==> config.mk <==
export PLATFORM = sky130hd
export DESIGN_NAME = lbps_top
export DESIGN_NICKNAME = d
export VERILOG_FILES = /design/src/verilog/lbps_top.v /design/src/verilog/lbps_sync.v /design/src/verilog/lbps_cnt.v
export VERILOG_INCLUDE_DIRS = /design/src /design/src/verilog
export SDC_FILE = /design/constraint.sdc
export NUM_CORES = 1
export LEC_CHECK = 0
export BUFFER_PORTS_ARGS = -buffer_cell sky130_fd_sc_hd__buf_2
export CORE_MARGIN = 3
export CORE_UTILIZATION = 40
export DETAILED_ROUTE_END_ITERATION = 10
export GPL_ROUTABILITY_DRIVEN = 0
export SYNTH_ARGS = -nofsm -noshare
export SYNTH_HDL_FRONTEND = slang
export SYNTH_HIERARCHICAL = 1
export SYNTH_SLANG_ARGS = --single-unit
==> constraint.sdc <==
create_clock -name REF_CLK_I -period 2.7 [get_ports REF_CLK_I]
set_input_delay 0.405 -clock REF_CLK_I [delete_from_list [all_inputs] [get_ports REF_CLK_I]]
set_output_delay 0.405 -clock REF_CLK_I [all_outputs]
set_load 0.01 [all_outputs]
==> src/verilog/lbps_regs.vh <==
`ifndef LBPS_REGS_VH
`define LBPS_REGS_VH
// Reference clock, blanking time in nanoseconds and microsecond delays
`define LBPS_CLK_MHZ        25
`define LBPS_LEB_NS         300
`define LBPS_OLP_FORCE_US   5
`define LBPS_OVP_SET_US     20
`define LBPS_OVP_CLR_US     14
`define LBPS_OCP_DLY_US     1
// Derived cycle counts, least times round up
`define LBPS_LEB_CYC        ((`LBPS_LEB_NS * `LBPS_CLK_MHZ + 999) / 1000)
`define LBPS_OLP_FORCE_CYC  (`LBPS_OLP_FORCE_US * `LBPS_CLK_MHZ)
`define LBPS_OVP_SET_CYC    (`LBPS_OVP_SET_US * `LBPS_CLK_MHZ)
`define LBPS_OVP_CLR_CYC    (`LBPS_OVP_CLR_US * `LBPS_CLK_MHZ)
`define LBPS_OCP_DLY_CYC    (`LBPS_OCP_DLY_US * `LBPS_CLK_MHZ)
// Oscillator period counts
`define LBPS_SS_PERIODS     600
`define LBPS_OLP_PERIODS    8192
`define LBPS_AR_PERIODS     128
`endif

==> src/verilog/lbps_top.v <==
`timescale 1ns/100ps
`default_nettype none
`include "lbps_regs.vh"
module lbps_top #(
  parameter OLP_PERIODS = `LBPS_OLP_PERIODS
) (
  input  wire REF_CLK_I,
  input  wire SRST_I,
  input  wire OSC_TICK_I,
  input  wire TURN_ON_INPUT_I,
  input  wire SUPPLY_OK_I,
  input  wire PULSE_DIM_INPUT_I,
  input  wire SW_CUR_HIGH_I,
  input  wire OUT_OVER_VOLT_I,
  input  wire OUT_UNDER_OVP_REL_I,
  input  wire SENSE_LOW_I,
  input  wire LED_OVER_CUR_I,
  output reg  REF_EN_O,
  output reg  BOOST_GATE_EN_O,
  output reg  DIM_GATE_EN_O,
  output reg  AMP_CONNECT_O,
  output reg  SS_CLAMP_O,
  output reg  FAULT_OUT_O,
  output reg  FAULT_OE_N_O
);
  // Comparator and pin inputs, all asynchronous
  wire       tick_w;
  wire       turn_on_w;
  wire       supply_ok_w;
  wire       dim_w;
  wire       sw_cur_w;
  wire       ovp_hi_w;
  wire       ovp_rel_w;
  wire       sense_low_w;
  wire       ocp_w;

  // Oscillator square wave
  lbps_sync u_sync_tick (
    .clk_i (REF_CLK_I),
    .rst_i (SRST_I),
    .d_i   (OSC_TICK_I),
    .q_o   (tick_w)
  );

  // Turn-on comparator, hysteresis upstream
  lbps_sync u_sync_on (
    .clk_i (REF_CLK_I),
    .rst_i (SRST_I),
    .d_i   (TURN_ON_INPUT_I),
    .q_o   (turn_on_w)
  );

  // Supply lockout, high when supply good
  lbps_sync u_sync_sup (
    .clk_i (REF_CLK_I),
    .rst_i (SRST_I),
    .d_i   (SUPPLY_OK_I),
    .q_o   (supply_ok_w)
  );

  // Pulse dimming input
  lbps_sync u_sync_dim (
    .clk_i (REF_CLK_I),
    .rst_i (SRST_I),
    .d_i   (PULSE_DIM_INPUT_I),
    .q_o   (dim_w)
  );

  // Switch current above its limit
  lbps_sync u_sync_swc (
    .clk_i (REF_CLK_I),
    .rst_i (SRST_I),
    .d_i   (SW_CUR_HIGH_I),
    .q_o   (sw_cur_w)
  );

  // Output divider at over-voltage level
  lbps_sync u_sync_ovh (
    .clk_i (REF_CLK_I),
    .rst_i (SRST_I),
    .d_i   (OUT_OVER_VOLT_I),
    .q_o   (ovp_hi_w)
  );

  // Output divider below release level
  lbps_sync u_sync_ovr (
    .clk_i (REF_CLK_I),
    .rst_i (SRST_I),
    .d_i   (OUT_UNDER_OVP_REL_I),
    .q_o   (ovp_rel_w)
  );

  // Sense feedback below open-string level
  lbps_sync u_sync_sen (
    .clk_i (REF_CLK_I),
    .rst_i (SRST_I),
    .d_i   (SENSE_LOW_I),
    .q_o   (sense_low_w)
  );

  // LED over-current, clamped threshold upstream
  lbps_sync u_sync_ocp (
    .clk_i (REF_CLK_I),
    .rst_i (SRST_I),
    .d_i   (LED_OVER_CUR_I),
    .q_o   (ocp_w)
  );

  // Oscillator tick edge gives one-cycle enable
  reg  tick_d1_q;
  wire osc_en_w;
  always @(posedge REF_CLK_I)
  begin
    if (SRST_I)
      tick_d1_q <= 1'b0;
    else
      tick_d1_q <= tick_w;
  end
  assign osc_en_w = tick_w & ~tick_d1_q;

  // Device runs only with enable and supply good
  wire run_w;
  assign run_w = turn_on_w & supply_ok_w;

  // Open-string arming and override state
  reg  armed_q;
  reg  force_dim_q;
  reg  fault_q;
  wire dim_int_w;
  assign dim_int_w = dim_w | force_dim_q;

  always @(posedge REF_CLK_I)
  begin
    if (SRST_I || !run_w)
      armed_q <= 1'b0;
    else if (dim_w)
      armed_q <= 1'b1;
  end

  // Over-voltage entry and release filters
  reg  ovp_q;
  wire ovp_set_w;
  wire ovp_clr_w;
  lbps_cnt #(.W(10), .LIMIT(`LBPS_OVP_SET_CYC)) u_ovp_set (
    .clk_i  (REF_CLK_I),
    .rst_i  (SRST_I),
    .clr_i  (!ovp_hi_w || ovp_q),
    .en_i   (1'b1),
    .done_o (ovp_set_w)
  );
  lbps_cnt #(.W(10), .LIMIT(`LBPS_OVP_CLR_CYC)) u_ovp_clr (
    .clk_i  (REF_CLK_I),
    .rst_i  (SRST_I),
    .clr_i  (!ovp_rel_w || !ovp_q),
    .en_i   (1'b1),
    .done_o (ovp_clr_w)
  );
  always @(posedge REF_CLK_I)
  begin
    if (SRST_I || !run_w)
      ovp_q <= 1'b0;
    else if (!ovp_q && ovp_set_w)
      ovp_q <= 1'b1;
    else if (ovp_q && ovp_clr_w)
      ovp_q <= 1'b0;
  end

  // Open-string condition, masked by over-voltage
  wire olp_cond_w;
  wire olp_5us_w;
  wire olp_blank_w;
  assign olp_cond_w = armed_q & dim_int_w & sense_low_w & ~ovp_q;
  lbps_cnt #(.W(8), .LIMIT(`LBPS_OLP_FORCE_CYC)) u_olp_force (
    .clk_i  (REF_CLK_I),
    .rst_i  (SRST_I),
    .clr_i  (!olp_cond_w),
    .en_i   (1'b1),
    .done_o (olp_5us_w)
  );
  lbps_cnt #(.W(14), .LIMIT(OLP_PERIODS)) u_olp_blank (
    .clk_i  (REF_CLK_I),
    .rst_i  (SRST_I),
    .clr_i  (!olp_cond_w),
    .en_i   (osc_en_w),
    .done_o (olp_blank_w)
  );
  always @(posedge REF_CLK_I)
  begin
    if (SRST_I || !run_w)
    begin
      force_dim_q <= 1'b0;
      fault_q     <= 1'b0;
    end
    else
    begin
      if (olp_5us_w)
        force_dim_q <= 1'b1;
      else if (!olp_cond_w && !fault_q)
        force_dim_q <= 1'b0;
      if (olp_blank_w)
        fault_q <= 1'b1;
    end
  end

  // Soft-start accumulates dim-high oscillator periods
  wire ss_done_w;
  lbps_cnt #(.W(10), .LIMIT(`LBPS_SS_PERIODS)) u_ss (
    .clk_i  (REF_CLK_I),
    .rst_i  (SRST_I),
    .clr_i  (!run_w),
    .en_i   (osc_en_w & dim_int_w),
    .done_o (ss_done_w)
  );

  // Over-current: 1us delay, then off with 128-period restart
  localparam [1:0] OC_IDLE = 2'h0;
  localparam [1:0] OC_WAIT = 2'h1;
  localparam [1:0] OC_OFF  = 2'h2;

  // Delay and restart limits, cut to counter width
  localparam integer OC_DLY_N = `LBPS_OCP_DLY_CYC;
  localparam integer OC_AR_N  = `LBPS_AR_PERIODS;
  localparam [4:0]   OC_DLY   = OC_DLY_N[4:0];
  localparam [7:0]   OC_AR    = OC_AR_N[7:0];

  // Over-current state and counters
  reg  [1:0] oc_state_q;
  reg  [4:0] oc_dly_q;
  reg  [7:0] oc_ar_q;
  always @(posedge REF_CLK_I)
  begin
    if (SRST_I || !run_w)
    begin
      oc_state_q <= OC_IDLE;
      oc_dly_q   <= 5'h00;
      oc_ar_q    <= 8'h00;
    end
    else
    begin
      case (oc_state_q)
        OC_IDLE:
        begin
          oc_dly_q <= 5'h01;
          if (ocp_w)
            oc_state_q <= OC_WAIT;
        end
        OC_WAIT:
        begin
          if (oc_dly_q >= OC_DLY)
          begin
            oc_state_q <= OC_OFF;
            oc_ar_q    <= 8'h00;
          end
          else
            oc_dly_q <= oc_dly_q + 5'h01;
        end
        OC_OFF:
        begin
          if (oc_ar_q == OC_AR)
            oc_state_q <= OC_IDLE;
          else if (osc_en_w)
            oc_ar_q <= oc_ar_q + 8'h01;
        end
        default:
          oc_state_q <= OC_IDLE;
      endcase
    end
  end

  // Per-cycle switch: on at tick, blanking, then current limit
  localparam integer LEB_N   = `LBPS_LEB_CYC;
  localparam [3:0]   LEB_CYC = LEB_N[3:0];
  reg  [3:0] leb_q;
  reg        on_q;
  always @(posedge REF_CLK_I)
  begin
    if (SRST_I || !run_w)
    begin
      on_q  <= 1'b0;
      leb_q <= 4'h0;
    end
    else if (osc_en_w)
    begin
      on_q  <= 1'b1;
      leb_q <= 4'h0;
    end
    else if (on_q)
    begin
      if (leb_q != LEB_CYC)
        leb_q <= leb_q + 4'h1;
      else if (sw_cur_w)
        on_q <= 1'b0;
    end
  end

  // Gate permission from dimming and protections
  wire gates_ok_w;
  assign gates_ok_w = run_w & dim_int_w & ~ovp_q & (oc_state_q != OC_OFF);

  // Registered outputs
  always @(posedge REF_CLK_I)
  begin
    if (SRST_I)
    begin
      REF_EN_O        <= 1'b0;
      BOOST_GATE_EN_O <= 1'b0;
      DIM_GATE_EN_O   <= 1'b0;
      AMP_CONNECT_O   <= 1'b0;
      SS_CLAMP_O      <= 1'b1;
      FAULT_OUT_O     <= 1'b0;
      FAULT_OE_N_O    <= 1'b0;
    end
    else
    begin
      REF_EN_O        <= run_w;
      BOOST_GATE_EN_O <= gates_ok_w & on_q;
      DIM_GATE_EN_O   <= gates_ok_w;
      AMP_CONNECT_O   <= run_w & dim_int_w;
      SS_CLAMP_O      <= ~ss_done_w;
      FAULT_OUT_O     <= 1'b0;
      FAULT_OE_N_O    <= fault_q;
    end
  end
endmodule // lbps_top
`default_nettype wire

==> src/verilog/lbps_sync.v <==
`timescale 1ns/100ps
`default_nettype none
// Two flip-flop synchroniser for a vector of pins
module lbps_sync #(
  parameter W = 1
) (
  input  wire         clk_i,
  input  wire         rst_i,
  input  wire [W-1:0] d_i,
  output wire [W-1:0] q_o
);
  reg [W-1:0] s1_q;
  reg [W-1:0] s2_q;

  // First stage feeds only the second
  always @(posedge clk_i)
  begin
    if (rst_i)
    begin
      s1_q <= {W{1'b0}};
      s2_q <= {W{1'b0}};
    end
    else
    begin
      s1_q <= d_i;
      s2_q <= s1_q;
    end
  end

  assign q_o = s2_q;
endmodule // lbps_sync
`default_nettype wire

==> src/verilog/lbps_cnt.v <==
`timescale 1ns/100ps
`default_nettype none
// Saturating counter: counts on enable, clears on clear, flags reaching limit
module lbps_cnt #(
  parameter W     = 16,
  parameter LIMIT = 16
) (
  input  wire clk_i,
  input  wire rst_i,
  input  wire clr_i,
  input  wire en_i,
  output wire done_o
);
  localparam [W-1:0] LIM = LIMIT[W-1:0];
  reg [W-1:0] cnt_q;

  // Count up to the limit and hold
  always @(posedge clk_i)
  begin
    if (rst_i || clr_i)
      cnt_q <= {W{1'b0}};
    else if (en_i && cnt_q != LIM)
      cnt_q <= cnt_q + {{(W-1){1'b0}}, 1'b1};
  end

  assign done_o = (cnt_q == LIM);
endmodule // lbps_cnt
`default_nettype wire

Yosys cells after proc, flatten, opt, wreduce, memory -nomap -nowiden. Cells that the tools add are included.

Register bits after elaboration: 101. Logic and storage cells: 128. Bits of input ports: 11.

Eq/ne operators: 21. Bitwise logic cells: 14. Order comparisons: 1. $add $sub $neg: 8. Reduce and logical (&&, ||, !) cells: 27. Multiplexer cells: 18.

Operator list (number): adder 10 x 1 -> 10 bit (second input constant) (3); 2-to-1 mux 8 bit (3); equality test 10 x 9 -> 1 bit (second input constant) (2); inequality test 10 x 9 -> 1 bit (second input constant) (2); adder 8 x 1 -> 8 bit (second input constant) (2); case mux 8 bit (2 select lines) (1); adder 14 x 1 -> 14 bit (second input constant) (1); equality test 14 bit (second input constant) (1); inequality test 14 bit (second input constant) (1); inequality test 2 bit (second input constant) (6); bitwise AND 1 bit (10); equality test 10 bit (second input constant) (1); inequality test 10 bit (second input constant) (1); case mux 5 bit (2 select lines) (1); equality test 8 x 7 -> 1 bit (second input constant) (1); equality test 8 bit (second input constant) (1); 2-to-1 mux 1 bit (8); inequality test 8 x 7 -> 1 bit (second input constant) (1); nonzero test 2 bit (4); logical NOT 1 bit (6); logical OR 1 bit (6); 2-to-1 mux 2 bit (3); case mux 2 bit (3 select lines) (1); adder 5 x 1 -> 5 bit (second input constant) (1); other kinds (15) (22).

Logic depth before layout (Yosys ltp). Gate-level depths: netlist (run 1).

Word-level depth: 8. Gate-level depth with buffers: 7. Depth with buffers taken out: 6.

Hierarchy. The synthesis (run 1) kept the hierarchy.

Modules (own cells, without submodules): lbps_top (times used 1, cells an instance 166, seq. area each 620.6 µm², area an instance 1415.1 µm²); lbps_cnt at u_olp_blank (times used 1, cells an instance 89, seq. area each 280.3 µm², area an instance 745.7 µm²); lbps_cnt at u_ovp_clr (times used 1, cells an instance 69, seq. area each 200.2 µm², area an instance 586.8 µm²); lbps_cnt at u_ovp_set (times used 1, cells an instance 68, seq. area each 200.2 µm², area an instance 583.1 µm²); lbps_cnt at u_ss (times used 1, cells an instance 66, seq. area each 200.2 µm², area an instance 563.0 µm²); lbps_sync (times used 9, cells an instance 4, seq. area each 40.0 µm², area an instance 52.6 µm²); lbps_cnt at u_olp_force (times used 1, cells an instance 54, seq. area each 160.2 µm², area an instance 455.4 µm²).

Least setup slack after synthesis (run 1). OpenSTA, ideal clock, no wires.

Path kind: register to register. Start point: register u_olp_blank.cnt_q[0]. End point: register u_olp_blank.cnt_q[11]. Setup slack: 1013 ps. Cell stages (with the launch flop): 7. Library setup time: 70 ps. Required time: 2630 ps. Arrival time: 1616 ps. Path buffers: 0. Cell sequence: dfxtp_1 > inv_1 > ha_1 > nor4b_1 > a41o_1 > or4_1 > a21oi_1.

Cells in the longest elaborated chain, start to end: 2. Elaborated cells on any way between the ends: 3. Those cells by class: add/sub: 1; eq/ne: 1; reduce/logical: 1.

Ends and longest elaborated chain: start, declared (line lbps_cnt.v:15) `reg [W-1:0] cnt_q;`; start signal, assigned (line lbps_cnt.v:21) `cnt_q <= {W{1'b0}};`; start signal, assigned (line lbps_cnt.v:23) `cnt_q <= cnt_q + {{(W-1){1'b0}}, 1'b1};`; branches (longest 2 deep; another with adder 14 x 1 -> 14 bit).

Several ways; the timed one is not identified. A chain may end at the register's enable or synchronous reset.

Final worst setup path (run 1).
Start point: register tick_d1_q. End point: register u_ss.cnt_q[8].

Cells in the longest elaborated chain, start to end: 4.

Ends and longest elaborated chain: start, declared (line lbps_top.v:110) `reg tick_d1_q;`; start signal, assigned (line lbps_top.v:117) `tick_d1_q <= tick_w;`; NOT 1 bit (line lbps_top.v:119) `assign osc_en_w = tick_w & ~tick_d1_q;`; bitwise AND 1 bit (line lbps_top.v:119); bitwise AND 1 bit (line lbps_top.v:211) `.en_i (osc_en_w & dim_int_w),`; logical AND 1 bit (line lbps_cnt.v:22) `else if (en_i && cnt_q != LIM)`; end signal, assigned (line lbps_cnt.v:21); end signal, assigned (line lbps_cnt.v:23); end, declared (line lbps_cnt.v:15).

Every way passes these cells.

==> reports/qor.yml, run 1 <==
grt:
  grt_max_degree: 35
  antenna_found_initial: 0
  grt_pass1_wl_mm: 16.85
  grt_use_total_pct: 15.47
  overflow: 0
  first_global_vias: 3628
logic_synthesis:
  synth_edf_count: 0
  synthMuxAreaShare_pct: 1.245
  synth_adder_area_share_pct: 4.152
  yosys.area_share.simple_pct: 30.25
  synth_ff_type: "dfxtp_1"
  syn_inst: 548
  synth-compound-area-share_pct: 16.53
  synth.distinct_cells: 71
  synth_seq_area_share_pct: 41.93
  syn_avg_cell_area_um2: 8.799
  synthArstFlopShare_pct: 0
  synth_top_family_by_area: "simple AND/OR/NAND/NOR gates"
  synthXorXnorAreaFrac_pct: 1.453
  ys.warnings.count: 6
  synth_area_um2: 4822
  ys_seq_elements: 101
critical_path:
  rrSetupSlack_ns: 0.63
  arrival_ns: 2.35
  r2r-end: "u_ss/cnt_q[8]$_SDFFE_PP0P_"
  reg2reg_from: "tick_d1_q$_SDFF_PP0_"
  path_max_fanout: 9
  rr_worst_depth: 5
  worstSetupPathType: "reg -> reg"
  endpoint_kind: "flop"
  cp-start-kind: "flop"
  cp.required_ns: 2.98
job:
  max_cap_viol_count: 0
cells_and_area:
  final_common_cell: "dfxtp_1"
  nNetsFinal: 589
  drive_gt1_share_pct: 10.41
  final_cell_mix: "101 x dfxtp_1, 40 x a21oi_1, 36 x nand2_1, 36 x nor2_1, 29 x inv_1"
  fin_cells: 710
  diodes: 0
  area_growth_pct: 11.03
sta:
  worst_pin_slew_ns: 0.6019
  slew-limit-headroom_pct: 59.72
  rsz0062_at_grt: "no"
  finalClockSkew_ns: 0.008689
  timing.final.ws_setup_ns: 0.6291
  setup_tns_ns: 0
  setup_viol: 0
  slew_viol_final: 0
  post-route-min-period_ns: 2.071
  fin_crit_sh_pct: 76.70
  max_freq_ghz: 0.4829
  hold_viol_final: 0
clock_tree:
  cts_resized: 0
  clk_path_buf_depth: 2
  postCtsHoldBufs: 0
  cts_sinks: 101
  cts_setup_buffers: 0
  root_buffer: "clkbuf_16"
  cts_made_buffers: 9
  cts_tree: "built"
  clk_pin_slew_worst_paths_ns: 0.07
  insertion_delay_ns: 0.35
  cts_htree_levels: 3
placement:
  io_buffers: 16
  hpwl_mm: 6.764
  pre_cts_ws_ns: 0.6767
  dp.cells: 694
run_status:
  outcome: "finished clean"
die:
  design.portCount: 18
  die_h_um: 115.8
  die_x_um: 115.8
  start_util_pct: 41.52
  die_area_um2: 13410
  core-area_um2: 11610
  rows: 39
route:
  drtIter0Drc: 258
  num_vias: 3928
  ant_nets: 0
  routedWlPerCell_um: 13.49
  drt-total-wl_mm: 9.580
  drt_pass1_iterations: 4
  drc: 0
  avgViaCountPerCell: 5.532
worst_hold_path:
  hp-start: "PULSE_DIM_INPUT_I"
  hold_path.class: "in -> reg"
  whs_endpoint: "u_sync_dim/s1_q$_SDFF_PP0_"
  whs_path_depth: 2
power_and_ir_drop:
  vdd_ir_drop_max_v: 0.0003745
  power_leakage_nw: 1.751
  power_density_nw_per_um2: 557.8
[state kept, by name, indices dropped and copies added, names as in the netlist, 2 cells and up]
signal,cells
leb_q,4
oc_ar_q,8
oc_dly_q,5
oc_state_q,2
u_olp_blank/cnt_q,14
u_olp_force/cnt_q,8
u_ovp_clr/cnt_q,10
u_ovp_set/cnt_q,10
u_ss/cnt_q,10
[cell families after synthesis]
kind of cell | after synthesis
xor gates and xnor gates | 8
muxes | 6
DFF | 101
other | 2
and+or+nand+nor | 240
buffers and inverters | 49
AOI/OAI and AO/OA | 126
adders and majority gates | 16
[per-stage QoR]
| step | hold WS [ns] | area [um^2] | util, % | total power [mW] |
|---|---|---|---|---|
| finish | 0.2610 | 5354 | 46.10 | 2.987 |
| detailed placement | 0.4239 | 5021 | 43.23 | 1.596 |
| CTS | 0.2462 | 5354 | 46.10 | 3.049 |
| global placement | 0.4239 | 5021 | 43.23 | 1.595 |
| floorplan | 0.4138 | 4833 | - | 1.575 |
| global route | 0.2617 | 5354 | 46.10 | 3.107 |
[cell usage after synthesis (all sizes together), types with 2 or more instances]
cell type  count  area, um^2
mux2i          6       60.06
and4           6       55.05
and3           3       18.77
inv           29       108.9
o311ai         2       17.52
nor4           4       40.04
o21ai         28       140.1
conb           2       7.510
nand2         36       135.1
a211oi         8       72.57
a32oi          2       17.52
or2            6       37.54
nor2b         22       137.6
nand3         28       150.1
ha            16       200.2
o41ai          2       17.52
o31ai         12       90.09
or4b           2       20.02
nor4b          7       76.32
and2           8       50.05
nor3           9       55.05
or3           21       140.1
a41oi          3       26.28
clkbuf         9       35.03
nand2b         7       43.79
xor2           7       61.31
nor2          36       135.1
a21oi         40       200.2
a31oi         14       87.58
nand4b         2       17.52
o211ai         3       22.52
buf           10       58.80
dfxtp        101        2022
or3b           2       17.52
nand3b         2       15.01
or4           15       112.6
and4bb         2       25.02
nand4         19       146.4
[worst max path at each step]
stage                                            from  slack, ns                                  to  depth (start not counted)
detailed placement               tick_d1_q$_SDFF_PP0_       0.68          u_ss/cnt_q[8]$_SDFFE_PP0P_                          5
floorplan           u_olp_blank/cnt_q[0]$_SDFFE_PP0P_       1.01  u_olp_blank/cnt_q[11]$_SDFFE_PP0P_                          6
finish                           tick_d1_q$_SDFF_PP0_       0.63          u_ss/cnt_q[8]$_SDFFE_PP0P_                          5
CTS                              tick_d1_q$_SDFF_PP0_       0.63          u_ss/cnt_q[7]$_SDFFE_PP0P_                          5
global placement                 tick_d1_q$_SDFF_PP0_       0.73          u_ss/cnt_q[7]$_SDFFE_PP0P_                          5
global route                     tick_d1_q$_SDFF_PP0_       0.49  u_olp_blank/cnt_q[13]$_SDFFE_PP0P_                          6
[where the power goes]
group | switching, mW | total [mW] | internal [mW] | leakage (nW)
Sequential | 0.00474 | 1.51 | 1.50 | 0.817
Combinational | 0.0339 | 0.0553 | 0.0214 | 0.769
Clock | 0.577 | 1.42 | 0.847 | 0.165
Total | 0.616 | 2.99 | 2.37 | 1.75
[final cells by class]
| cell class | instances | area (um^2) |
|---|---|---|
| Fill cell | 1119 | 6260 |
| Sequential cell | 101 | 2022 |
| Clock inverter | 6 | 93.84 |
| Clock buffer | 10 | 239.0 |
| Multi-Input combinational cell | 401 | 2605 |
| Timing Repair Buffer | 19 | 102.6 |
| Tap cell | 143 | 178.9 |
| Inverter | 30 | 112.6 |
[worst max-delay path, stage by stage, from the launching register on]
cell      delay, ns
dfxtp_1        0.30
nand2b_1       0.25
nor2_1         0.53
nand3_1        0.23
or4_1          0.53
a21oi_1        0.15
[metal layers]
metal  share of wire, %  up-vias  track usage, %
li1                   -     2043               -
met1                 52     1841           20.96
met2                 44       40           23.74
met3                3.1        4           4.230
met4               0.77        0           5.491
met5                  0        -               0
Power figures use the tool's default switching activity.
==> run 2, diff against run 1 <==
--- a/config.mk
+++ b/config.mk
@@ -6,6 +6,7 @@
 export SDC_FILE = /design/constraint.sdc
 export NUM_CORES = 1
 export LEC_CHECK = 0
+export ABC_AREA = 1
 export BUFFER_PORTS_ARGS = -buffer_cell sky130_fd_sc_hd__buf_2
 export CORE_MARGIN = 3
 export CORE_UTILIZATION = 40
==> constraint.sdc (replaced) <==
create_clock -name REF_CLK_I -period 1.7 [get_ports REF_CLK_I]
set_input_delay 0.255 -clock REF_CLK_I [delete_from_list [all_inputs] [get_ports REF_CLK_I]]
set_output_delay 0.255 -clock REF_CLK_I [all_outputs]
set_load 0.01 [all_outputs]
==> reports/qor.yml, run 2 <==
die:
  start_util_pct: 41.66
  die_area_um2: 14840
  die_x_um: 121.8
  rows: 41
  design.portCount: 18
  die_h_um: 121.8
  core-area_um2: 12880
cells_and_area:
  largest-register: "u_olp_blank/cnt_q"
  nNetsFinal: 815
  diodes: 0
  final_common_cell: "nand2_1"
  fill_cells: 1296
  drive_gt1_share_pct: 14.50
  final_cell_mix: "169 x nand2_1, 112 x nor2_1, 101 x dfxtp_1"
  largest_register_ffs: 14
  area_growth_pct: 11.55
grt:
  grt_pass1_wl_mm: 18.04
  grt_max_degree: 19
  overflow: 0
  antenna_found_initial: 0
  first_global_vias: 4098
  grt_use_total_pct: 14.69
clock_tree:
  cts_sinks: 101
  clk_path_buf_depth: 2
  cts_tree: "built"
  root_buffer: "clkbuf_16"
  postCtsHoldBufs: 0
  cts_htree_levels: 3
  insertion_delay_ns: 0.34
  clk_pin_slew_worst_paths_ns: 0.07
  cts_resized: 0
  cts_made_buffers: 9
  cts_setup_buffers: 0
logic_synthesis:
  yosys.area.top_type: "dfxtp_1"
  syn_avg_cell_area_um2: 7.086
  synth_most_common_cell: "nand2_1"
  synth_edf_count: 0
  synth_seq_area_share_pct: 37.70
  synth_area_um2: 5364
  synth_commonest_cells: "169 x nand2_1, 112 x nor2_1, 101 x dfxtp_1"
  syn_inst: 757
  synth.distinct_cells: 40
  ys.warnings.count: 6
  synth_ff_type: "dfxtp_1"
  synthArstFlopShare_pct: 0
  synthTopCellsByArea: "dfxtp_1 38%, nand2_1 12%, nor2_1 7.8%, inv_1 6.9%, nand3_1 4.4%"
  ys_seq_elements: 101
  netlist.area_leader.share_pct: 37.70
power_and_ir_drop:
  vdd_ir_drop_max_v: 0.0005436
  power_leakage_nw: 2.336
  p_sw_mw: 1.004
  p_sw_share_pct: 21.90
  pwr-share-seq_pct: 52.2
  combinationalPowerShare_pct: 2.3
  clock_power_share_pct: 45.5
  power.internal_mw: 3.580
  power_density_nw_per_um2: 766.1
route:
  drc: 0
  drtIter0Drc: 305
  ant_nets: 0
  drt-total-wl_mm: 10.18
  drt_pass1_iterations: 4
  num_vias: 4516
  avgViaCountPerCell: 4.680
  routedWlPerCell_um: 10.54
worst_hold_path:
  hold_path.class: "in -> reg"
  whs_path_depth: 3
sta:
  max_freq_ghz: 0.6602
  rsz0062_at_grt: "no"
  slew_viol_final: 0
  setup_tns_ns: 0
  hold_viol_final: 0
  finalClockSkew_ns: 0.006430
  setup_viol: 0
  fin_crit_sh_pct: 89.10
  timing.final.ws_setup_ns: 0.1853
  post-route-min-period_ns: 1.515
critical_path:
  worstSetupPathDepth: 9
  rrSetupSlack_ns: 0.19
  path_delay_family: "simple AND/OR/NAND/NOR gates"
  path_max_fanout: 11
  cp.required_ns: 1.93
  critical_path_buf_inv_count: 2
  slowest_delay_ns: 0.32
  rr_worst_depth: 9
  cp-start-kind: "flop"
  cp_slowest_cell: "dfxtp_1"
  arrival_ns: 1.75
  worstSetupPathType: "reg -> reg"
  path_cells: "inv_1 -> ha_1 -> nand3_2 -> nor2_2 -> nand2_4 -> nand2_4 -> inv_2 -> nor2_1 -> nor2_1"
  endpoint_kind: "flop"
job:
  max_cap_viol_count: 0
run_status:
  outcome: "finished clean"
placement:
  hpwl_mm: 7.749
  pre_cts_ws_ns: 0.1559
  io_buffers: 16
run 2: power by group through the flow:
stage	logic [mW]	registers (mW)	clock network (mW)
6_report	0.106	2.39	2.09
5_1_grt	0.121	2.39	2.28
4_1_cts	0.105	2.39	2.17
3_5_place_dp	0.105	2.45	0
3_3_place_gp	0.103	2.45	0
2_1_floorplan	0.0689	2.45	0
run 2: tightest hold or removal path, stage by stage:
cell and delay (ns):
buf_2 0.07, inv_1 0.04, nor2_1 0.06
run 2: per-layer routing:
metal	track usage [%]	wire length [um]
met1	19.15	4940
met4	3.151	74
met5	0	0
met3	4.039	405
met2	24.45	4754
run 2: cells by family after synthesis:
family / after synthesis / synth area share (%)
and+or+nand+nor: 423 / 38.68
xor gates and xnor gates: 23 / 3.756
DFF: 101 / 37.70
other: 2 / 0.1400
AOI/OAI and AO/OA: 64 / 6.555
buffers and inverters: 128 / 9.447
adders and majority gates: 16 / 3.732
run 2: layout make-up:
| class | instances | area, um^2 | area share [%] |
|---|---|---|---|
| Multi-Input combinational cell | 535 | 2867 | 47.91 |
| Clock inverter | 7 | 82.58 | 1.380 |
| Tap cell | 172 | 215.2 | 3.597 |
| Inverter | 119 | 446.7 | 7.465 |
| Timing Repair Buffer | 22 | 125.1 | 2.091 |
| Clock buffer | 9 | 225.2 | 3.764 |
| Sequential cell | 101 | 2022 | 33.79 |
run 2: stage by stage:
step	cell area, um^2	utilization (%)	power [mW]	instances	hold slack, ns
finish	5983	46.47	4.584	965	0.1190
floorplan	5390	-	2.515	764	0.3262
global route	5983	46.47	4.795	965	0.1119
global placement	5670	44.04	2.550	949	0.3900
detailed placement	5670	44.04	2.552	949	0.3956
CTS	5978	46.43	4.671	965	0.09903
run 2: path summary, 6_finish.rpt:
check                               startpoint                           endpoint
max          u_olp_blank/cnt_q[0]$_SDFFE_PP0P_  u_olp_blank/cnt_q[0]$_SDFFE_PP0P_
min                                 OSC_TICK_I        u_sync_tick/s1_q$_SDFF_PP0_
max reg2reg  u_olp_blank/cnt_q[0]$_SDFFE_PP0P_  u_olp_blank/cnt_q[0]$_SDFFE_PP0P_
min reg2reg         u_sync_swc/s1_q$_SDFF_PP0_          u_sync_swc/q_o$_SDFF_PP0_
==> run 3, diff against run 2 <==
--- a/config.mk
+++ b/config.mk
@@ -8,10 +8,11 @@
 export LEC_CHECK = 0
 export ABC_AREA = 1
 export BUFFER_PORTS_ARGS = -buffer_cell sky130_fd_sc_hd__buf_2
-export CORE_MARGIN = 3
 export CORE_UTILIZATION = 40
 export DETAILED_ROUTE_END_ITERATION = 10
 export GPL_ROUTABILITY_DRIVEN = 0
+export RECOVER_POWER = 100
+export SKIP_CTS_REPAIR_TIMING = 1
 export SYNTH_ARGS = -nofsm -noshare
 export SYNTH_HDL_FRONTEND = slang
 export SYNTH_HIERARCHICAL = 1
==> reports/qor.yml, run 3 (synthesized netlist as in run 2, its figures left out) <==
run_status:
  outcome: "finished clean"
sta:
  setup_tns_ns: 0
  timing.final.ws_setup_ns: 0.1647
  hold_viol_final: 0
  finalClockSkew_ns: 0.01078
  fin_crit_sh_pct: 90.31
  slew-limit-headroom_pct: 55.61
  post-route-min-period_ns: 1.535
  rsz0062_at_grt: "no"
  worst_pin_slew_ns: 0.6659
  max_freq_ghz: 0.6513
  setup_viol: 0
  slew_viol_final: 0
cells_and_area:
  largest_register_ffs: 14
  area_growth_pct: 9.470
  final_cell_mix: "172 x nand2_1, 117 x nor2_1, 101 x dfxtp_1"
  drive_gt1_share_pct: 11.59
  fill_cells: 1328
  nNetsFinal: 816
  fin_cells: 966
  final_common_cell: "nand2_1"
  diodes: 0
  largest-register: "u_olp_blank/cnt_q"
route:
  drt-total-wl_mm: 10.22
  routedWlPerCell_um: 10.57
  avgViaCountPerCell: 4.695
  drtIter0Drc: 341
  drc: 0
  drt_pass1_iterations: 5
  ant_nets: 0
  num_vias: 4535
die:
  die_h_um: 117.8
  die_x_um: 117.8
  rows: 41
  start_util_pct: 41.82
  design.portCount: 18
  die_area_um2: 13880
  core-area_um2: 12820
clock_tree:
  clk_pin_slew_worst_paths_ns: 0.07
  insertion_delay_ns: 0.35
  cts_sinks: 101
  root_buffer: "clkbuf_16"
  clk_path_buf_depth: 2
  cts_made_buffers: 9
  cts_tree: "built"
  cts_htree_levels: 3
power_and_ir_drop:
  vdd_ir_drop_max_v: 0.0004272
  power.total_mw: 4.455
  power_leakage_nw: 2.261
  power_density_nw_per_um2: 758.7
placement:
  dp.cells: 950
  hpwl_mm: 7.585
  pre_cts_ws_ns: 0.1857
  io_buffers: 16
critical_path:
  endpoint_kind: "flop"
  cp.required_ns: 1.93
  arrival_ns: 1.77
  worstSetupPathType: "reg -> reg"
  path_max_fanout: 9
  cp-start-kind: "flop"
grt:
  grt_use_total_pct: 15.75
  grt_max_degree: 20
  first_global_vias: 4057
  overflow: 0
  antenna_found_initial: 0
  grt_pass1_wl_mm: 18.08
worst_hold_path:
  hold_path.class: "in -> reg"
job:
  max_cap_viol_count: 0
## run 3: changes by cell type in the layout (fill, tap and decap cells not counted), moves of 3 or more
| cell | before | now |
|---|---|---|
| buf_2 | 16 | 10 |
| inv_2 | 17 | 14 |
| nor2_1 | 112 | 117 |
| nand2_1 | 169 | 172 |
| o21ai_0 | 8 | 11 |
| nor2_4 | 12 | 9 |
| clkbuf_1 | 0 | 9 |
| o21ai_1 | 8 | 5 |
## run 3: power breakdown
part	internal (mW)	switching (mW)
Combinational	0.0304	0.0684
Clock	1.04	0.923
Sequential	2.39	0.00669
Total	3.46	0.998
## run 3: path summary, 6_finish.rpt
| kind | start | to | slack, ns | cells past startpoint |
|---|---|---|---|---|
| max | u_ovp_set/cnt_q[0]$_SDFFE_PP0P_ | u_ovp_set/cnt_q[0]$_SDFFE_PP0P_ | 0.16 | 9 |
| min | TURN_ON_INPUT_I | u_sync_on/s1_q$_SDFF_PP0_ | 0.10 | 3 |
| max reg2reg | u_ovp_set/cnt_q[0]$_SDFFE_PP0P_ | u_ovp_set/cnt_q[0]$_SDFFE_PP0P_ | 0.16 | 9 |
| min reg2reg | u_sync_sup/s1_q$_SDFF_PP0_ | u_sync_sup/q_o$_SDFF_PP0_ | 0.40 | 2 |
## run 3: cell type report
type / instances / area (um^2) / area share, %
Tap cell: 172 / 215.2 / 3.665
Multi-Input combinational cell: 535 / 2791 / 47.54
Inverter: 119 / 446.7 / 7.607
Sequential cell: 101 / 2022 / 34.43
Clock inverter: 6 / 43.79 / 0.7458
Timing Repair Buffer: 23 / 113.9 / 1.939
Clock buffer: 10 / 239.0 / 4.070
## run 3: layer usage
metal  global-route usage (%)  wire length [um]  vias to the layer above
met3                    2.762               289                       10
met5                        0                 0                        -
met1                    20.83              5138                     2047
met2                    25.18              4644                       58
li1                         -                 -                     2420
met4                    6.651               143                        0
## run 3: stage by stage
stage / hold slack (ns) / instance area [um^2] / util (%)
final: 0.1021 / 5872 / 45.79
after global routing: 0.1067 / 5872 / 45.79
after CTS: 0.09216 / 5961 / 46.48
after detailed placement: 0.3978 / 5678 / 44.27
after global placement: 0.3897 / 5678 / 44.27
after floorplan: 0.3262 / 5390 / -
## run 3: worst max-delay path, stage by stage (launching register included)
cell and delay [ns]:
dfxtp_1 0.34, inv_1 0.08, ha_1 0.14, inv_1 0.04
nor2_2 0.15, nand3_4 0.13, nand2_1 0.27, inv_2 0.12
nor2_1 0.10, nor2_1 0.05
